--- src/logic/pmh_cfg.svh ---
// Constants for the page, move and hold-flag instruction unit
`ifndef PMH_CFG_SVH
`define PMH_CFG_SVH

// ---------------------------------------------------------------
// Instruction word layout
// ---------------------------------------------------------------
`define PMH_INSTR_W        16
`define PMH_ADDR_W         7
`define PMH_NIB_W          4
`define PMH_STORE_OP       5'b11011
`define PMH_PAGE_OP        8'b01011101
`define PMH_CARRY_OP       9'b010110010
`define PMH_UPPER_OP       9'b010010011
`define PMH_LOWER_OP       9'b010010010
`define PMH_PAGE_BITS      3
`define PMH_WR_PAGE        3'h0

// ---------------------------------------------------------------
// Hold-release flag positions
// ---------------------------------------------------------------
`define PMH_FLAG_W         8
`define PMH_FLAG_RSVD      3
`define PMH_FLAG_RSVD_MASK 8'hf7

// ---------------------------------------------------------------
// Register map, byte addresses
// ---------------------------------------------------------------
`define PMH_WB_ADR_W       10
`define PMH_REG_STATUS     10'h000
`define PMH_REG_MASK       10'h004
`define PMH_REG_CORE       10'h008
`define PMH_RAM_WIN_BIT    9

// ---------------------------------------------------------------
// Reset values
// ---------------------------------------------------------------
`define PMH_RST_NIB        4'h0
`define PMH_RST_FLAGS      8'h00
`define PMH_RST_WORD       32'h0000_0000

`endif

--- src/logic/pmh_pkg.sv ---
// Types shared by the page, move and hold-flag instruction unit
package pmh_pkg;

    // ---------------------------------------------------------------
    // Execution states, one-hot
    // ---------------------------------------------------------------
    typedef enum logic [1:0] {
        PMH_IDLE   = 2'b01,  // Ready for a new instruction
        PMH_STORE2 = 2'b10   // Second cycle of the indirect store
    } pmh_state_e;

    // ---------------------------------------------------------------
    // Decoded instruction kinds
    // ---------------------------------------------------------------
    typedef enum logic [2:0] {
        PMH_OP_NONE  = 3'h0,
        PMH_OP_STORE = 3'h1,
        PMH_OP_PAGE  = 3'h2,
        PMH_OP_CARRY = 3'h3,
        PMH_OP_UPPER = 3'h4,
        PMH_OP_LOWER = 3'h5
    } pmh_op_e;

    // ---------------------------------------------------------------
    // Whole state of the execution unit
    // ---------------------------------------------------------------
    typedef struct packed {
        pmh_state_e  state;       // Sequencer
        logic [6:0]  ptr_cell;    // Address of the pointer cell
        logic [3:0]  ptr;         // Pointer latched in cycle one
        logic [3:0]  store_data;  // Working register latched in cycle one
        logic [3:0]  page_reg;    // Page register
        logic [3:0]  accumulator; // Accumulator
        logic        zero_flag;   // Zero flag
        logic [7:0]  hold_flags;  // Hold-release cause flags
        logic [7:0]  irq_status;  // Sticky interrupt status
        logic [7:0]  irq_mask;    // Interrupt mask
        logic        irq;         // Interrupt line
        logic        busy;        // Two-cycle store in progress
        logic        done;        // Instruction completed
        logic        wb_ack;      // Bus acknowledge
        logic [31:0] wb_dat;      // Bus read data
    } pmh_state_s;

endpackage : pmh_pkg

--- src/logic/pmh_mem_if.sv ---
// Carrier between the execution unit and its data memory
`timescale 1ns/10ps
interface pmh_mem_if;
    logic [6:0] ra_addr;  // Read port a address
    logic [3:0] ra_data;  // Read port a data
    logic [6:0] rb_addr;  // Read port b address
    logic [3:0] rb_data;  // Read port b data
    logic [6:0] rbus_addr;  // Read port c address
    logic [3:0] rbus_data;  // Read port c data
    logic       we;       // Write enable
    logic [6:0] waddr;    // Write address
    logic [3:0] wdata;    // Write data

    modport user (output ra_addr, rb_addr, rbus_addr, we, waddr, wdata,
                  input  ra_data, rb_data, rbus_data);
    modport mem  (input  ra_addr, rb_addr, rbus_addr, we, waddr, wdata,
                  output ra_data, rb_data, rbus_data);
endinterface : pmh_mem_if

--- src/logic/pmh_data_ram.sv ---
// Data memory of 128 nibbles with three read ports and one write port
`timescale 1ns/10ps
module pmh_data_ram
    import pmh_pkg::*;
(
    input  wire logic clk_i,
    pmh_mem_if.mem    bus
);
    // ---------------------------------------------------------------
    // Storage, no reset: contents are undefined until written
    // ---------------------------------------------------------------
    logic [3:0] cells [0:127];

    // Reads are combinational so one-cycle instructions fit
    assign bus.ra_data = cells[bus.ra_addr];
    assign bus.rb_data = cells[bus.rb_addr];
    assign bus.rbus_data = cells[bus.rbus_addr];

    // Single write port
    always_ff @(posedge clk_i) begin
        if (bus.we) begin
            cells[bus.waddr] <= bus.wdata;
        end
    end
endmodule : pmh_data_ram

--- src/logic/pmh_exec.sv ---
// Execution unit for page, indirect store, carry and hold-flag moves
//
// Added by the designer: the address map and register access over Wishbone.
`timescale 1ns/10ps
`include "pmh_cfg.svh"
module pmh_exec
    import pmh_pkg::*;
(
    input  wire logic        clk_i,          // Core clock
    input  wire logic        rst_i,          // Synchronous reset
    input  wire logic [15:0] instr_i,        // Instruction word
    input  wire logic        instr_valid_i,  // Instruction present
    input  wire logic        carry_flag_i,   // Carry flag of the core
    input  wire logic [7:0]  wake_i,         // Hold-release event pulses
    input  wire logic [31:0] wb_adr_i,       // Bus address
    input  wire logic [31:0] wb_dat_i,       // Bus write data
    input  wire logic [3:0]  wb_sel_i,       // Bus byte enables
    input  wire logic        wb_we_i,        // Bus write
    input  wire logic        wb_cyc_i,       // Bus cycle
    input  wire logic        wb_stb_i,       // Bus strobe
    output logic [31:0]      wb_dat_o,       // Bus read data
    output logic             wb_ack_o,       // Bus acknowledge
    output logic [3:0]       accumulator_o,  // Accumulator
    output logic             zero_flag_o,    // Zero flag
    output logic [3:0]       page_reg_o,     // Page register
    output logic             busy_o,         // Store in second cycle
    output logic             done_o,         // Instruction finished
    output logic             irq_o           // Interrupt request
);
    // ---------------------------------------------------------------
    // Decoding helper
    // ---------------------------------------------------------------
    function automatic pmh_op_e decode(input logic [15:0] w);
        if (w[15:11] == `PMH_STORE_OP) begin
            decode = PMH_OP_STORE;
        end else if (w[15:8] == `PMH_PAGE_OP) begin
            decode = PMH_OP_PAGE;
        end else if (w[15:7] == `PMH_CARRY_OP) begin
            decode = PMH_OP_CARRY;
        end else if (w[15:7] == `PMH_UPPER_OP) begin
            decode = PMH_OP_UPPER;
        end else if (w[15:7] == `PMH_LOWER_OP) begin
            decode = PMH_OP_LOWER;
        end else begin
            decode = PMH_OP_NONE;
        end
    endfunction : decode

    // Nibble to zero flag
    function automatic logic is_zero(input logic [3:0] v);
        is_zero = (v == `PMH_RST_NIB);
    endfunction : is_zero

    // ---------------------------------------------------------------
    // State and memory
    // ---------------------------------------------------------------
    pmh_state_s  st;         // Registered state
    pmh_state_s  next_st;    // Next state
    pmh_op_e     op;         // Decoded instruction
    logic        take;       // Instruction accepted this edge
    logic [6:0]  cell_addr;  // Address field of the word
    logic [6:0]  wr_addr;    // Working register cell
    logic        wb_req;     // New bus request
    logic [9:0]  wb_off;     // Bus offset
    logic        wb_ram;     // Access falls in the memory window
    logic        exec_we;    // Execution writes memory
    logic [6:0]  exec_wa;    // Execution write address
    logic [3:0]  exec_wd;    // Execution write data
    logic [3:0]  result;     // Value for the moving reads
    logic [7:0]  flag_clr;   // Flags cleared by a read
    logic [7:0]  stat_clr;   // Status cleared by a bus read

    pmh_mem_if mem ();

    pmh_data_ram u_ram (
        .clk_i (clk_i),
        .bus   (mem.mem)
    );

    assign op        = decode(instr_i);
    assign take      = instr_valid_i && (st.state == PMH_IDLE) && (op != PMH_OP_NONE);
    assign cell_addr = instr_i[6:0];
    assign wr_addr   = {`PMH_WR_PAGE, instr_i[10:7]};
    assign wb_off    = wb_adr_i[9:0];
    assign wb_req    = wb_cyc_i && wb_stb_i && !st.wb_ack;
    assign wb_ram    = wb_off[`PMH_RAM_WIN_BIT];

    // Port a reads the addressed cell, b the working register, c serves the bus
    assign mem.ra_addr = cell_addr;
    assign mem.rb_addr = wr_addr;
    assign mem.rbus_addr = wb_off[8:2];

    // ---------------------------------------------------------------
    // Memory write selection; execution wins, the bus waits a cycle
    // ---------------------------------------------------------------
    always_comb begin
        exec_we = 1'b0;
        exec_wa = cell_addr;
        exec_wd = `PMH_RST_NIB;
        result  = `PMH_RST_NIB;
        if (st.state == PMH_STORE2) begin
            exec_we = 1'b1;
            exec_wa = {st.page_reg[`PMH_PAGE_BITS-1:0], st.ptr};
            exec_wd = st.store_data;
        end else if (take) begin
            case (op)
                PMH_OP_CARRY: begin
                    result  = {3'h0, carry_flag_i};
                    exec_we = 1'b1;
                end
                PMH_OP_UPPER: begin
                    result  = st.hold_flags[7:4];
                    exec_we = 1'b1;
                end
                PMH_OP_LOWER: begin
                    result  = {1'b0, st.hold_flags[2:0]};
                    exec_we = 1'b1;
                end
                default: begin
                    exec_we = 1'b0;
                end
            endcase
            exec_wd = result;
        end
    end

    assign mem.we    = exec_we || (wb_req && wb_we_i && wb_ram && wb_sel_i[0]);
    assign mem.waddr = exec_we ? exec_wa : wb_off[8:2];
    assign mem.wdata = exec_we ? exec_wd : wb_dat_i[3:0];

    // ---------------------------------------------------------------
    // Next-state logic
    // ---------------------------------------------------------------
    always_comb begin
        next_st      = st;
        next_st.done = 1'b0;
        next_st.busy = 1'b0;
        flag_clr     = `PMH_RST_FLAGS;
        stat_clr     = `PMH_RST_FLAGS;

        // Sequencer
        case (st.state)
            PMH_IDLE: begin
                if (take) begin
                    case (op)
                        PMH_OP_STORE: begin
                            // Latch pointer and data, write next cycle
                            next_st.ptr        = mem.ra_data;
                            next_st.store_data = mem.rb_data;
                            next_st.ptr_cell   = cell_addr;
                            next_st.state      = PMH_STORE2;
                            next_st.busy       = 1'b1;
                        end
                        PMH_OP_PAGE: begin
                            next_st.page_reg = mem.ra_data;
                            next_st.done     = 1'b1;
                        end
                        PMH_OP_CARRY: begin
                            next_st.accumulator = result;
                            next_st.zero_flag   = is_zero(result);
                            next_st.done        = 1'b1;
                        end
                        PMH_OP_UPPER: begin
                            next_st.accumulator = result;
                            next_st.zero_flag   = is_zero(result);
                            next_st.done        = 1'b1;
                            flag_clr            = 8'hf0;
                        end
                        PMH_OP_LOWER: begin
                            next_st.accumulator = result;
                            next_st.zero_flag   = is_zero(result);
                            next_st.done        = 1'b1;
                            flag_clr            = 8'h0f;
                        end
                        default: begin
                            next_st.state = PMH_IDLE;
                        end
                    endcase
                end
            end
            PMH_STORE2: begin
                // Write happens this cycle through the memory port
                next_st.state = PMH_IDLE;
                next_st.done  = 1'b1;
            end
            default: begin
                next_st.state = PMH_IDLE;
            end
        endcase

        // Bus slave: answer one cycle after the request, unless a memory-window write meets an execution write
        next_st.wb_ack = 1'b0;
        if (wb_req && !(wb_ram && wb_we_i && exec_we)) begin
            next_st.wb_ack = 1'b1;
            next_st.wb_dat = `PMH_RST_WORD;
            if (wb_ram) begin
                next_st.wb_dat = {28'h0, mem.rbus_data};
            end else begin
                case (wb_off)
                    `PMH_REG_STATUS: begin
                        next_st.wb_dat = {24'h0, st.irq_status};
                        if (!wb_we_i) begin
                            stat_clr = 8'hff;   // Read clears
                        end
                    end
                    `PMH_REG_MASK: begin
                        next_st.wb_dat = {24'h0, st.irq_mask};
                        if (wb_we_i && wb_sel_i[0]) begin
                            next_st.irq_mask = wb_dat_i[7:0];
                        end
                    end
                    `PMH_REG_CORE: begin
                        next_st.wb_dat = {12'h0, st.hold_flags, 3'h0, st.zero_flag,
                                          st.accumulator, st.page_reg};
                    end
                    default: begin
                        next_st.wb_dat = `PMH_RST_WORD;   // Unmapped reads zero
                    end
                endcase
            end
        end

        // Sticky flags: a set in the clearing cycle wins
        next_st.hold_flags = ((st.hold_flags & ~flag_clr) | wake_i) & `PMH_FLAG_RSVD_MASK;
        next_st.irq_status = ((st.irq_status & ~stat_clr) | wake_i) & `PMH_FLAG_RSVD_MASK;
        next_st.irq        = |(next_st.irq_status & next_st.irq_mask);
    end

    // ---------------------------------------------------------------
    // State register
    // ---------------------------------------------------------------
    always_ff @(posedge clk_i) begin
        if (rst_i) begin
            st <= '{state: PMH_IDLE, ptr_cell: 7'h00, ptr: `PMH_RST_NIB, store_data: `PMH_RST_NIB,
                    page_reg: `PMH_RST_NIB, accumulator: `PMH_RST_NIB, zero_flag: 1'b1,
                    hold_flags: `PMH_RST_FLAGS, irq_status: `PMH_RST_FLAGS, irq_mask: `PMH_RST_FLAGS,
                    irq: 1'b0, busy: 1'b0, done: 1'b0, wb_ack: 1'b0, wb_dat: `PMH_RST_WORD};
        end else begin
            st <= next_st;
        end
    end

    // Outputs straight from the state register
    assign wb_dat_o      = st.wb_dat;
    assign wb_ack_o      = st.wb_ack;
    assign accumulator_o = st.accumulator;
    assign zero_flag_o   = st.zero_flag;
    assign page_reg_o    = st.page_reg;
    assign busy_o        = st.busy;
    assign done_o        = st.done;
    assign irq_o         = st.irq;

    // ---------------------------------------------------------------
    // Checks
    // ---------------------------------------------------------------
    store_two_cycle_a: assert property (@(posedge clk_i) disable iff (rst_i)
        take && op == PMH_OP_STORE |=> busy_o && !done_o ##1 done_o && !busy_o)
        else $error("Indirect store did not take two cycles");

    store_target_a: assert property (@(posedge clk_i) disable iff (rst_i)
        st.state == PMH_STORE2 |-> mem.we && mem.waddr == {page_reg_o[2:0], st.ptr}
                                   && mem.wdata == st.store_data)
        else $error("Indirect store target wrong");

    page_load_a: assert property (@(posedge clk_i) disable iff (rst_i)
        take && op == PMH_OP_PAGE |=> page_reg_o == $past(mem.ra_data) && done_o)
        else $error("Page load failed");

    carry_read_a: assert property (@(posedge clk_i) disable iff (rst_i)
        take && op == PMH_OP_CARRY |-> mem.we && mem.wdata == {3'h0, carry_flag_i}
                                       ##1 accumulator_o == {3'h0, $past(carry_flag_i)})
        else $error("Carry read result wrong");

    zero_update_a: assert property (@(posedge clk_i) disable iff (rst_i)
        take && (op == PMH_OP_CARRY || op == PMH_OP_UPPER || op == PMH_OP_LOWER)
        |=> zero_flag_o == (accumulator_o == 4'h0))
        else $error("Zero flag not updated");

    upper_read_a: assert property (@(posedge clk_i) disable iff (rst_i)
        take && op == PMH_OP_UPPER |=> accumulator_o == $past(st.hold_flags[7:4]))
        else $error("Upper hold read wrong");

    lower_read_a: assert property (@(posedge clk_i) disable iff (rst_i)
        take && op == PMH_OP_LOWER |=> accumulator_o == {1'b0, $past(st.hold_flags[2:0])})
        else $error("Lower hold read wrong");

    flag_set_a: assert property (@(posedge clk_i) disable iff (rst_i)
        wake_i[6] |=> st.hold_flags[6] && !st.hold_flags[3])
        else $error("Hold flag not set by its event");

    bus_ack_a: assert property (@(posedge clk_i) disable iff (rst_i)
        wb_ack_o |=> !wb_ack_o)
        else $error("Acknowledge held too long");

endmodule : pmh_exec

--- config.mk ---
export PLATFORM = sky130hd
export DESIGN_NAME = pmh_exec
export DESIGN_NICKNAME = d
export VERILOG_FILES = /design/src/logic/pmh_pkg.sv /design/src/logic/pmh_mem_if.sv /design/src/logic/pmh_data_ram.sv /design/src/logic/pmh_exec.sv
export VERILOG_INCLUDE_DIRS = /design/src /design/src/logic
export SDC_FILE = /design/constraint.sdc
export NUM_CORES = 1
export LEC_CHECK = 0
export ABC_AREA = 0
export BUFFER_PORTS_ARGS = -buffer_cell sky130_fd_sc_hd__buf_4
export CORE_MARGIN = 2
export CORE_UTILIZATION = 55
export CTS_BUF_LIST = sky130_fd_sc_hd__clkbuf_4
export DETAILED_ROUTE_END_ITERATION = 8
export PLACE_DENSITY = 0.73
export SYNTH_ARGS = -nofsm -noshare
export SYNTH_HDL_FRONTEND = slang
export SYNTH_SLANG_ARGS = --single-unit
export TNS_END_PERCENT = 50
--- constraint.sdc ---
create_clock -name clk_i -period 10 [get_ports clk_i]
set_input_delay 0.5 -clock clk_i [delete_from_list [all_inputs] [get_ports clk_i]]
set_output_delay 0.5 -clock clk_i [all_outputs]
set_load 0.05 [all_outputs]
# Word level (Yosys, flattened, before mapping)
# Memory sizes are Yosys's and may differ from the RTL's. A register that Yosys moved wholly into a read port is not among the register bits.
# Cells that the tools add are included.
# Widths: inputs -> output; s select.
# op_classes
n_bitwise	10
reduce_logical	26
n_eq_ne	14
n_mux	36
# op_table
operator	n
$mux 8	10
$pmux 20 s3	1
$mux 33	1
$eq 9x8->1 const B	3
$and 8x8->8	3
$mux 20	1
$mux 4	4
$not 8->8	2
$or 8x8->8	2
$pmux 8 s2	1
$mux 3	5
$mux 7	2
$pmux 4 s3	1
$logic_and 1x1->1	11
$eq 10x3->1 const B	1
$eq 10x4->1 const B	1
$logic_not 10->1	1
$reduce_and 3->1	3
$eq 8x7->1 const B	1
$mux 1	8
$reduce_or 8->1	1
$eq 3x2->1 const B	2
$eq 3x3->1 const B	2
$reduce_or 3->1	2
14 further kinds	17
# word_totals
register_bits	75
inputBits	99
ram_bits	512
output_inout_bits	45
memories	1
# memory_table
name	words	width	read_ports	rd_ports_with_merged_regs	write_ports	line_no	rtl
u_ram.cells	128	4	3	1	1	pmh_data_ram.sv:12	logic [3:0] cells [0:127];

# Longest topological paths before layout
# logic_depth
ltp_word	20
mapped_depth	12

# Cells and area by module
# Synthesis repeated with hierarchy kept, for this count alone.
# hier_totals
hier_cells	1685
area_unflattened_um2	31188.7
# by_module_without_submodules
mod	cells_per_inst	area_per_inst_um2	seq_area_each_um2	instances
pmh_data_ram	1322	28098.2	15374.7	1
pmh_exec	363	3090.5	1221.2	1

# Worst setup path before layout
# No wires, ideal clock.
# synth_timing
path_type	input -> register
start	input instr_i[8]
end	memory u_ram.cells[0][3] (data pin)
path_slack_ns	2.069
setup_time_ns	1.197
path_buffers	1
arrival_time_ns	6.734
path_stages	7
cell_sequence	buf_2 -> or3b_2 -> nor4_1 -> nand3_1 -> nor2_1 -> a21oi_1 -> o21ai_0
# synth_between
elab_chain_len	12
elab_cells_between_ends	22
# synth_lines
element	line_no	rtl
start: declaration	pmh_exec.sv:11	input wire logic [15:0] instr_i,
$eq 9x8->1 (no source line)	n/a	
$mux 3	pmh_exec.sv:42	end else if (w[15:7] == `PMH_LOWER_OP) begin
$mux 3	pmh_exec.sv:40	end else if (w[15:7] == `PMH_UPPER_OP) begin
$mux 3	pmh_exec.sv:38	end else if (w[15:7] == `PMH_CARRY_OP) begin
$mux 3 *	pmh_exec.sv:36	end else if (w[15:8] == `PMH_PAGE_OP) begin
$mux 3 *	pmh_exec.sv:34	if (w[15:11] == `PMH_STORE_OP) begin
$eq 3x3->1 or $eq 3x2->1 (tied branches)	pmh_exec.sv:106	case (op)
$reduce_or 3->1 (no source line)	n/a	
$mux 1	pmh_exec.sv:106	
$mux 1	pmh_exec.sv:105	end else if (take) begin
$mux 1	pmh_exec.sv:101	if (st.state == PMH_STORE2) begin
$mux 4 *	pmh_exec.sv:129	assign mem.wdata = exec_we ? exec_wd : wb_dat_i[3:0];
net mem.wdata[3]	pmh_mem_if.sv:12	logic [3:0] wdata;
end: declaration	pmh_data_ram.sv:12	
# Mark *: on every way through the listed nets, which the timed path passes. The rest lies on a longest branch.

# Worst setup path in the final report
# layout_timing
start	register st[85] (netlist name)
end	memory u_ram.cells[70][2], enable pin
# layout_between
elab_chain_len	8
elab_cells_between_ends	11
# layout_lines
element	line_no	rtl
start: declaration	pmh_exec.sv:57	pmh_state_s st;
start signal: assignment	pmh_exec.sv:234	st <= '{state: PMH_IDLE, ptr_cell: 7'h00, ptr: `PMH_RST_NIB, store_data: `PMH_RST_NIB,
start signal: assignment	pmh_exec.sv:239	st <= next_st;
$eq 2x1->1	pmh_exec.sv:81	assign take = instr_valid_i && (st.state == PMH_IDLE) && (op != PMH_OP_NONE);
$logic_and 1x1->1 (2 in series)	pmh_exec.sv:81	
$mux 1	pmh_exec.sv:105	
$mux 1	pmh_exec.sv:101	
$logic_or 1x1->1	pmh_exec.sv:127	assign mem.we = exec_we || (wb_req && wb_we_i && wb_ram && wb_sel_i[0]);
$mux 1	pmh_data_ram.sv:21	if (bus.we) begin
$mux 1 (not written as such)	pmh_data_ram.sv:22	cells[bus.waddr] <= bus.wdata;
# Several ways; a longest one is shown, not always the timed one.

==> results.json <==
{
  "status": "complete, no violations",
  "design_area_um2": 31300,
  "die_area_um2": 54100,
  "rr_endpoint": "u_ram.cells[70][2]$_DFFE_PP_",
  "synthDistinctLibCells": 79,
  "hold_path_class": "in -> reg",
  "synth_top_family_by_area": "multiplexers",
  "crit_required_ns": 10.54,
  "netlist_area_um2": 28700,
  "antenna_found_initial": 2,
  "row_count": 83,
  "combPwrFrac_pct": 8.8,
  "grt_pass1_vias": 18575,
  "clock_skew_ns": 0.0715,
  "tightest_slew_ns": 1.26,
  "vdd_ir_drop_max_mv": 0.0866,
  "rsz0062_at_grt": "false",
  "cts_buffers": 144,
  "drive_gt1_share_pct": 30.1,
  "maxCapViolations": 0,
  "synth_edf_count": 512,
  "dp.cells": 2428,
  "leakage_uw": 0.0102,
  "io_buffers": 77,
  "final_cell_mix": "edfxtp_1 (512), mux4_2 (250), nor2_1 (188), clkbuf_4 (186), buf_4 (98)",
  "synth.largest_area_cell": "edfxtp_1",
  "detail-route-antenna-nets": 0,
  "worstPathArrival_ns": 4.51,
  "die_h_um": 233,
  "holdPathEnd": "done_o$_SDFF_PP0_",
  "cts_root_buffer": "clkbuf_4",
  "rrSetupSlack_ns": 6.03,
  "r2r-start": "st[85]$_SDFFE_PP0P_",
  "synthSimpleGateAreaFrac_pct": 8.20,
  "cp_max_fo": 24,
  "synthTopCellsByArea": "edfxtp_1 (54%), mux4_2 (20%), dfxtp_1 (4.3%)",
  "synth_seq_area_share_pct": 57.8,
  "vias": 18768,
  "maxSlewHeadroom_pct": 15.7,
  "synth-xor-area-share_pct": 0,
  "synthAdderAreaFrac_pct": 0.0871,
  "grt_pass1_wl_um": 119000,
  "synth-compound-area-share_pct": 5.22,
  "ys_ff_latch": 573,
  "p_int_uw": 3890,
  "fmaxAchievable_ghz": 0.252,
  "final_cells": 2695,
  "drc": 0,
  "insertion_delay_ns": 0.94,
  "synth_ff_type": "edfxtp_1",
  "postCtsHoldBufs": 16,
  "cts-resized-gates": 0,
  "powerDensity_nw_per_um2": 164,
  "yosys_warnings": 0,
  "initial_core_util_pct": 55.8,
  "p_sw_share_pct": 24.4,
  "areaGrowthSynthToFinish_pct": 8.91,
  "power_uw": 5140,
  "clockBufferDepth": 3,
  "hold_viol_final": 0,
  "synthMuxAreaShare_pct": 24.3,
  "finalSetupTns_ns": 0,
  "setup.worst_path.class": "reg -> reg",
  "cts.sinks": 573,
  "viasPerCell": 6.96,
  "period_minus_slack_ns": 3.97,
  "synthCells": 1805,
  "reg2regPathDepth": 9,
  "setup_viol": 0,
  "grt_use_total_pct": 30.4,
  "maxSlewViolCount": 0,
  "period_share_pct": 39.7,
  "min-delay-start": "instr_valid_i",
  "yosysTopAreaCellShare_pct": 53.5,
  "firstDrtPassIters": 8,
  "fin_nets": 2011,
  "start_kind": "flop",
  "cts_setup_buffers": 0,
  "grt-ovfl-total": 0,
  "htreeDepth": 4,
  "async_reset_ff_share_pct": 0,
  "dp_hpwl_um": 52100,
  "hold_depth": 5,
  "power.net_switching_uw": 1250,
  "end_kind": "flop",
  "grt_max_degree": 129,
  "place_area_um2": 29200,
  "die_w_um": 233,
  "cts_tree": "yes",
  "routed_wirelength_um": 80700,
  "clkTransAtPathRegs_ns": 0.07,
  "gp_congestion": 0.989,
  "avgSynthCellArea_um2": 15.9,
  "wl_per_cell_um": 30.0,
  "p_seq_share_pct": 50.9,
  "power_frac_clock_pct": 40.3,
  "layout_commonest_cell": "edfxtp_1",
  "io_pins": 144,
  "coreArea_um2": 51500,
  "drtIter0Drc": 2728
}
[routing by layer]
metal	vias up	GRT usage (%)	part of all wire (%)
met5	-	0	0
met4	0	14.3	4.4
met3	235	8.36	14
met2	1557	46.0	46
met1	9353	41.3	36
li1	7623	-	-
[synth_stat cells, types with 9 or more instances]
| cell | number |
|---|---|
| a22oi_1 | 41 |
| nand3_1 | 20 |
| clkbuf_1 | 41 |
| buf_4 | 51 |
| inv_1 | 12 |
| a31oi_1 | 15 |
| o21ai_0 | 30 |
| nand4_1 | 21 |
| o22ai_1 | 20 |
| nand3b_1 | 14 |
| nor3_1 | 13 |
| mux2_2 | 15 |
| nor2b_1 | 39 |
| dfxtp_1 | 61 |
| buf_2 | 38 |
| mux4_1 | 15 |
| mux4_2 | 250 |
| nand2b_1 | 11 |
| buf_6 | 28 |
| or4_1 | 11 |
| o211ai_1 | 9 |
| nor2_1 | 188 |
| edfxtp_1 | 512 |
| mux2i_1 | 73 |
| nor4_1 | 14 |
| nand2_1 | 82 |
| a21oi_1 | 37 |
[critical path, stage by stage (launching register included)]
cell,delay (ns)
dfxtp_1,0.31
inv_1,0.07
ha_1,0.21
nand2_1,0.14
or4_1,0.48
buf_4,0.25
mux2i_1,0.17
o21ai_1,0.40
nand3_2,0.83
nor2_1,0.74
[final cells by class]
| type | count | area [µm²] |
|---|---|---|
| inverter | 14 | 52.6 |
| clock buffer | 186 | 1400 |
| sequential | 573 | 16600 |
| antenna | 1 | 2.50 |
| clock inverter | 64 | 503 |
| tap | 680 | 851 |
| multi-input combinational | 1060 | 10900 |
| fill | 3797 | 20200 |
| timing repair buffer | 117 | 945 |
[power groups by stage]
stage	clock network, µW	registers [µW]	logic, µW
floorplan	0	2680	317
global placement	0	2670	431
detailed placement	0	2670	437
CTS	2090	2610	443
global route	2220	2610	471
finish	2070	2610	453
[how the worst max path moves through the flow]
| stage | start | endpoint | slack (ns) | cells past startpoint |
|---|---|---|---|---|
| after global placement | wb_adr_i[3] | u_ram.cells[86][2]$_DFFE_PP_ | 5.85 | 6 |
| after floorplan | instr_i[8] | u_ram.cells[0][3]$_DFFE_PP_ | 2.07 | 7 |
| after detailed placement | wb_adr_i[3] | u_ram.cells[87][2]$_DFFE_PP_ | 5.81 | 6 |
| final | st[85]$_SDFFE_PP0P_ | u_ram.cells[70][2]$_DFFE_PP_ | 6.03 | 9 |
| after CTS | st[85]$_SDFFE_PP0P_ | u_ram.cells[87][2]$_DFFE_PP_ | 6.07 | 9 |
| after global routing | st[85]$_SDFFE_PP0P_ | u_ram.cells[87][0]$_DFFE_PP_ | 5.87 | 9 |
[per-stage QoR]
step | hold WS [ns] | util, % | setup slack [ns]
2_1_floorplan | 0.429 | - | 2.07
3_3_place_gp | 0.448 | 56.7 | 5.85
3_5_place_dp | 0.448 | 56.7 | 5.81
4_1_cts | 0.0342 | 60.7 | 6.07
5_1_grt | 0.0710 | 60.7 | 5.87
6_report | 0.0926 | 60.7 | 6.03
[flip-flops by register name (all words and copies together), names as in the netlist]
register       flops
done_o             1
u_ram.cells      512
zero_flag_o        1
wb_dat_o          16
accumulator_o      4
st                32
irq_o              1
wb_ack_o           1
busy_o             1
page_reg_o         4
[logic make-up (layout without fill, tap and decap cells)]
family          count (synthesis)  after routing
compound gates                221            221
fa+ha+maj                       2              2
buf+inv                       187            381
flops                         573            573
mux                           355            355
other cells                     1             17
simple gates                  466            466
Note: power is estimated with default switching activity, not from simulation.
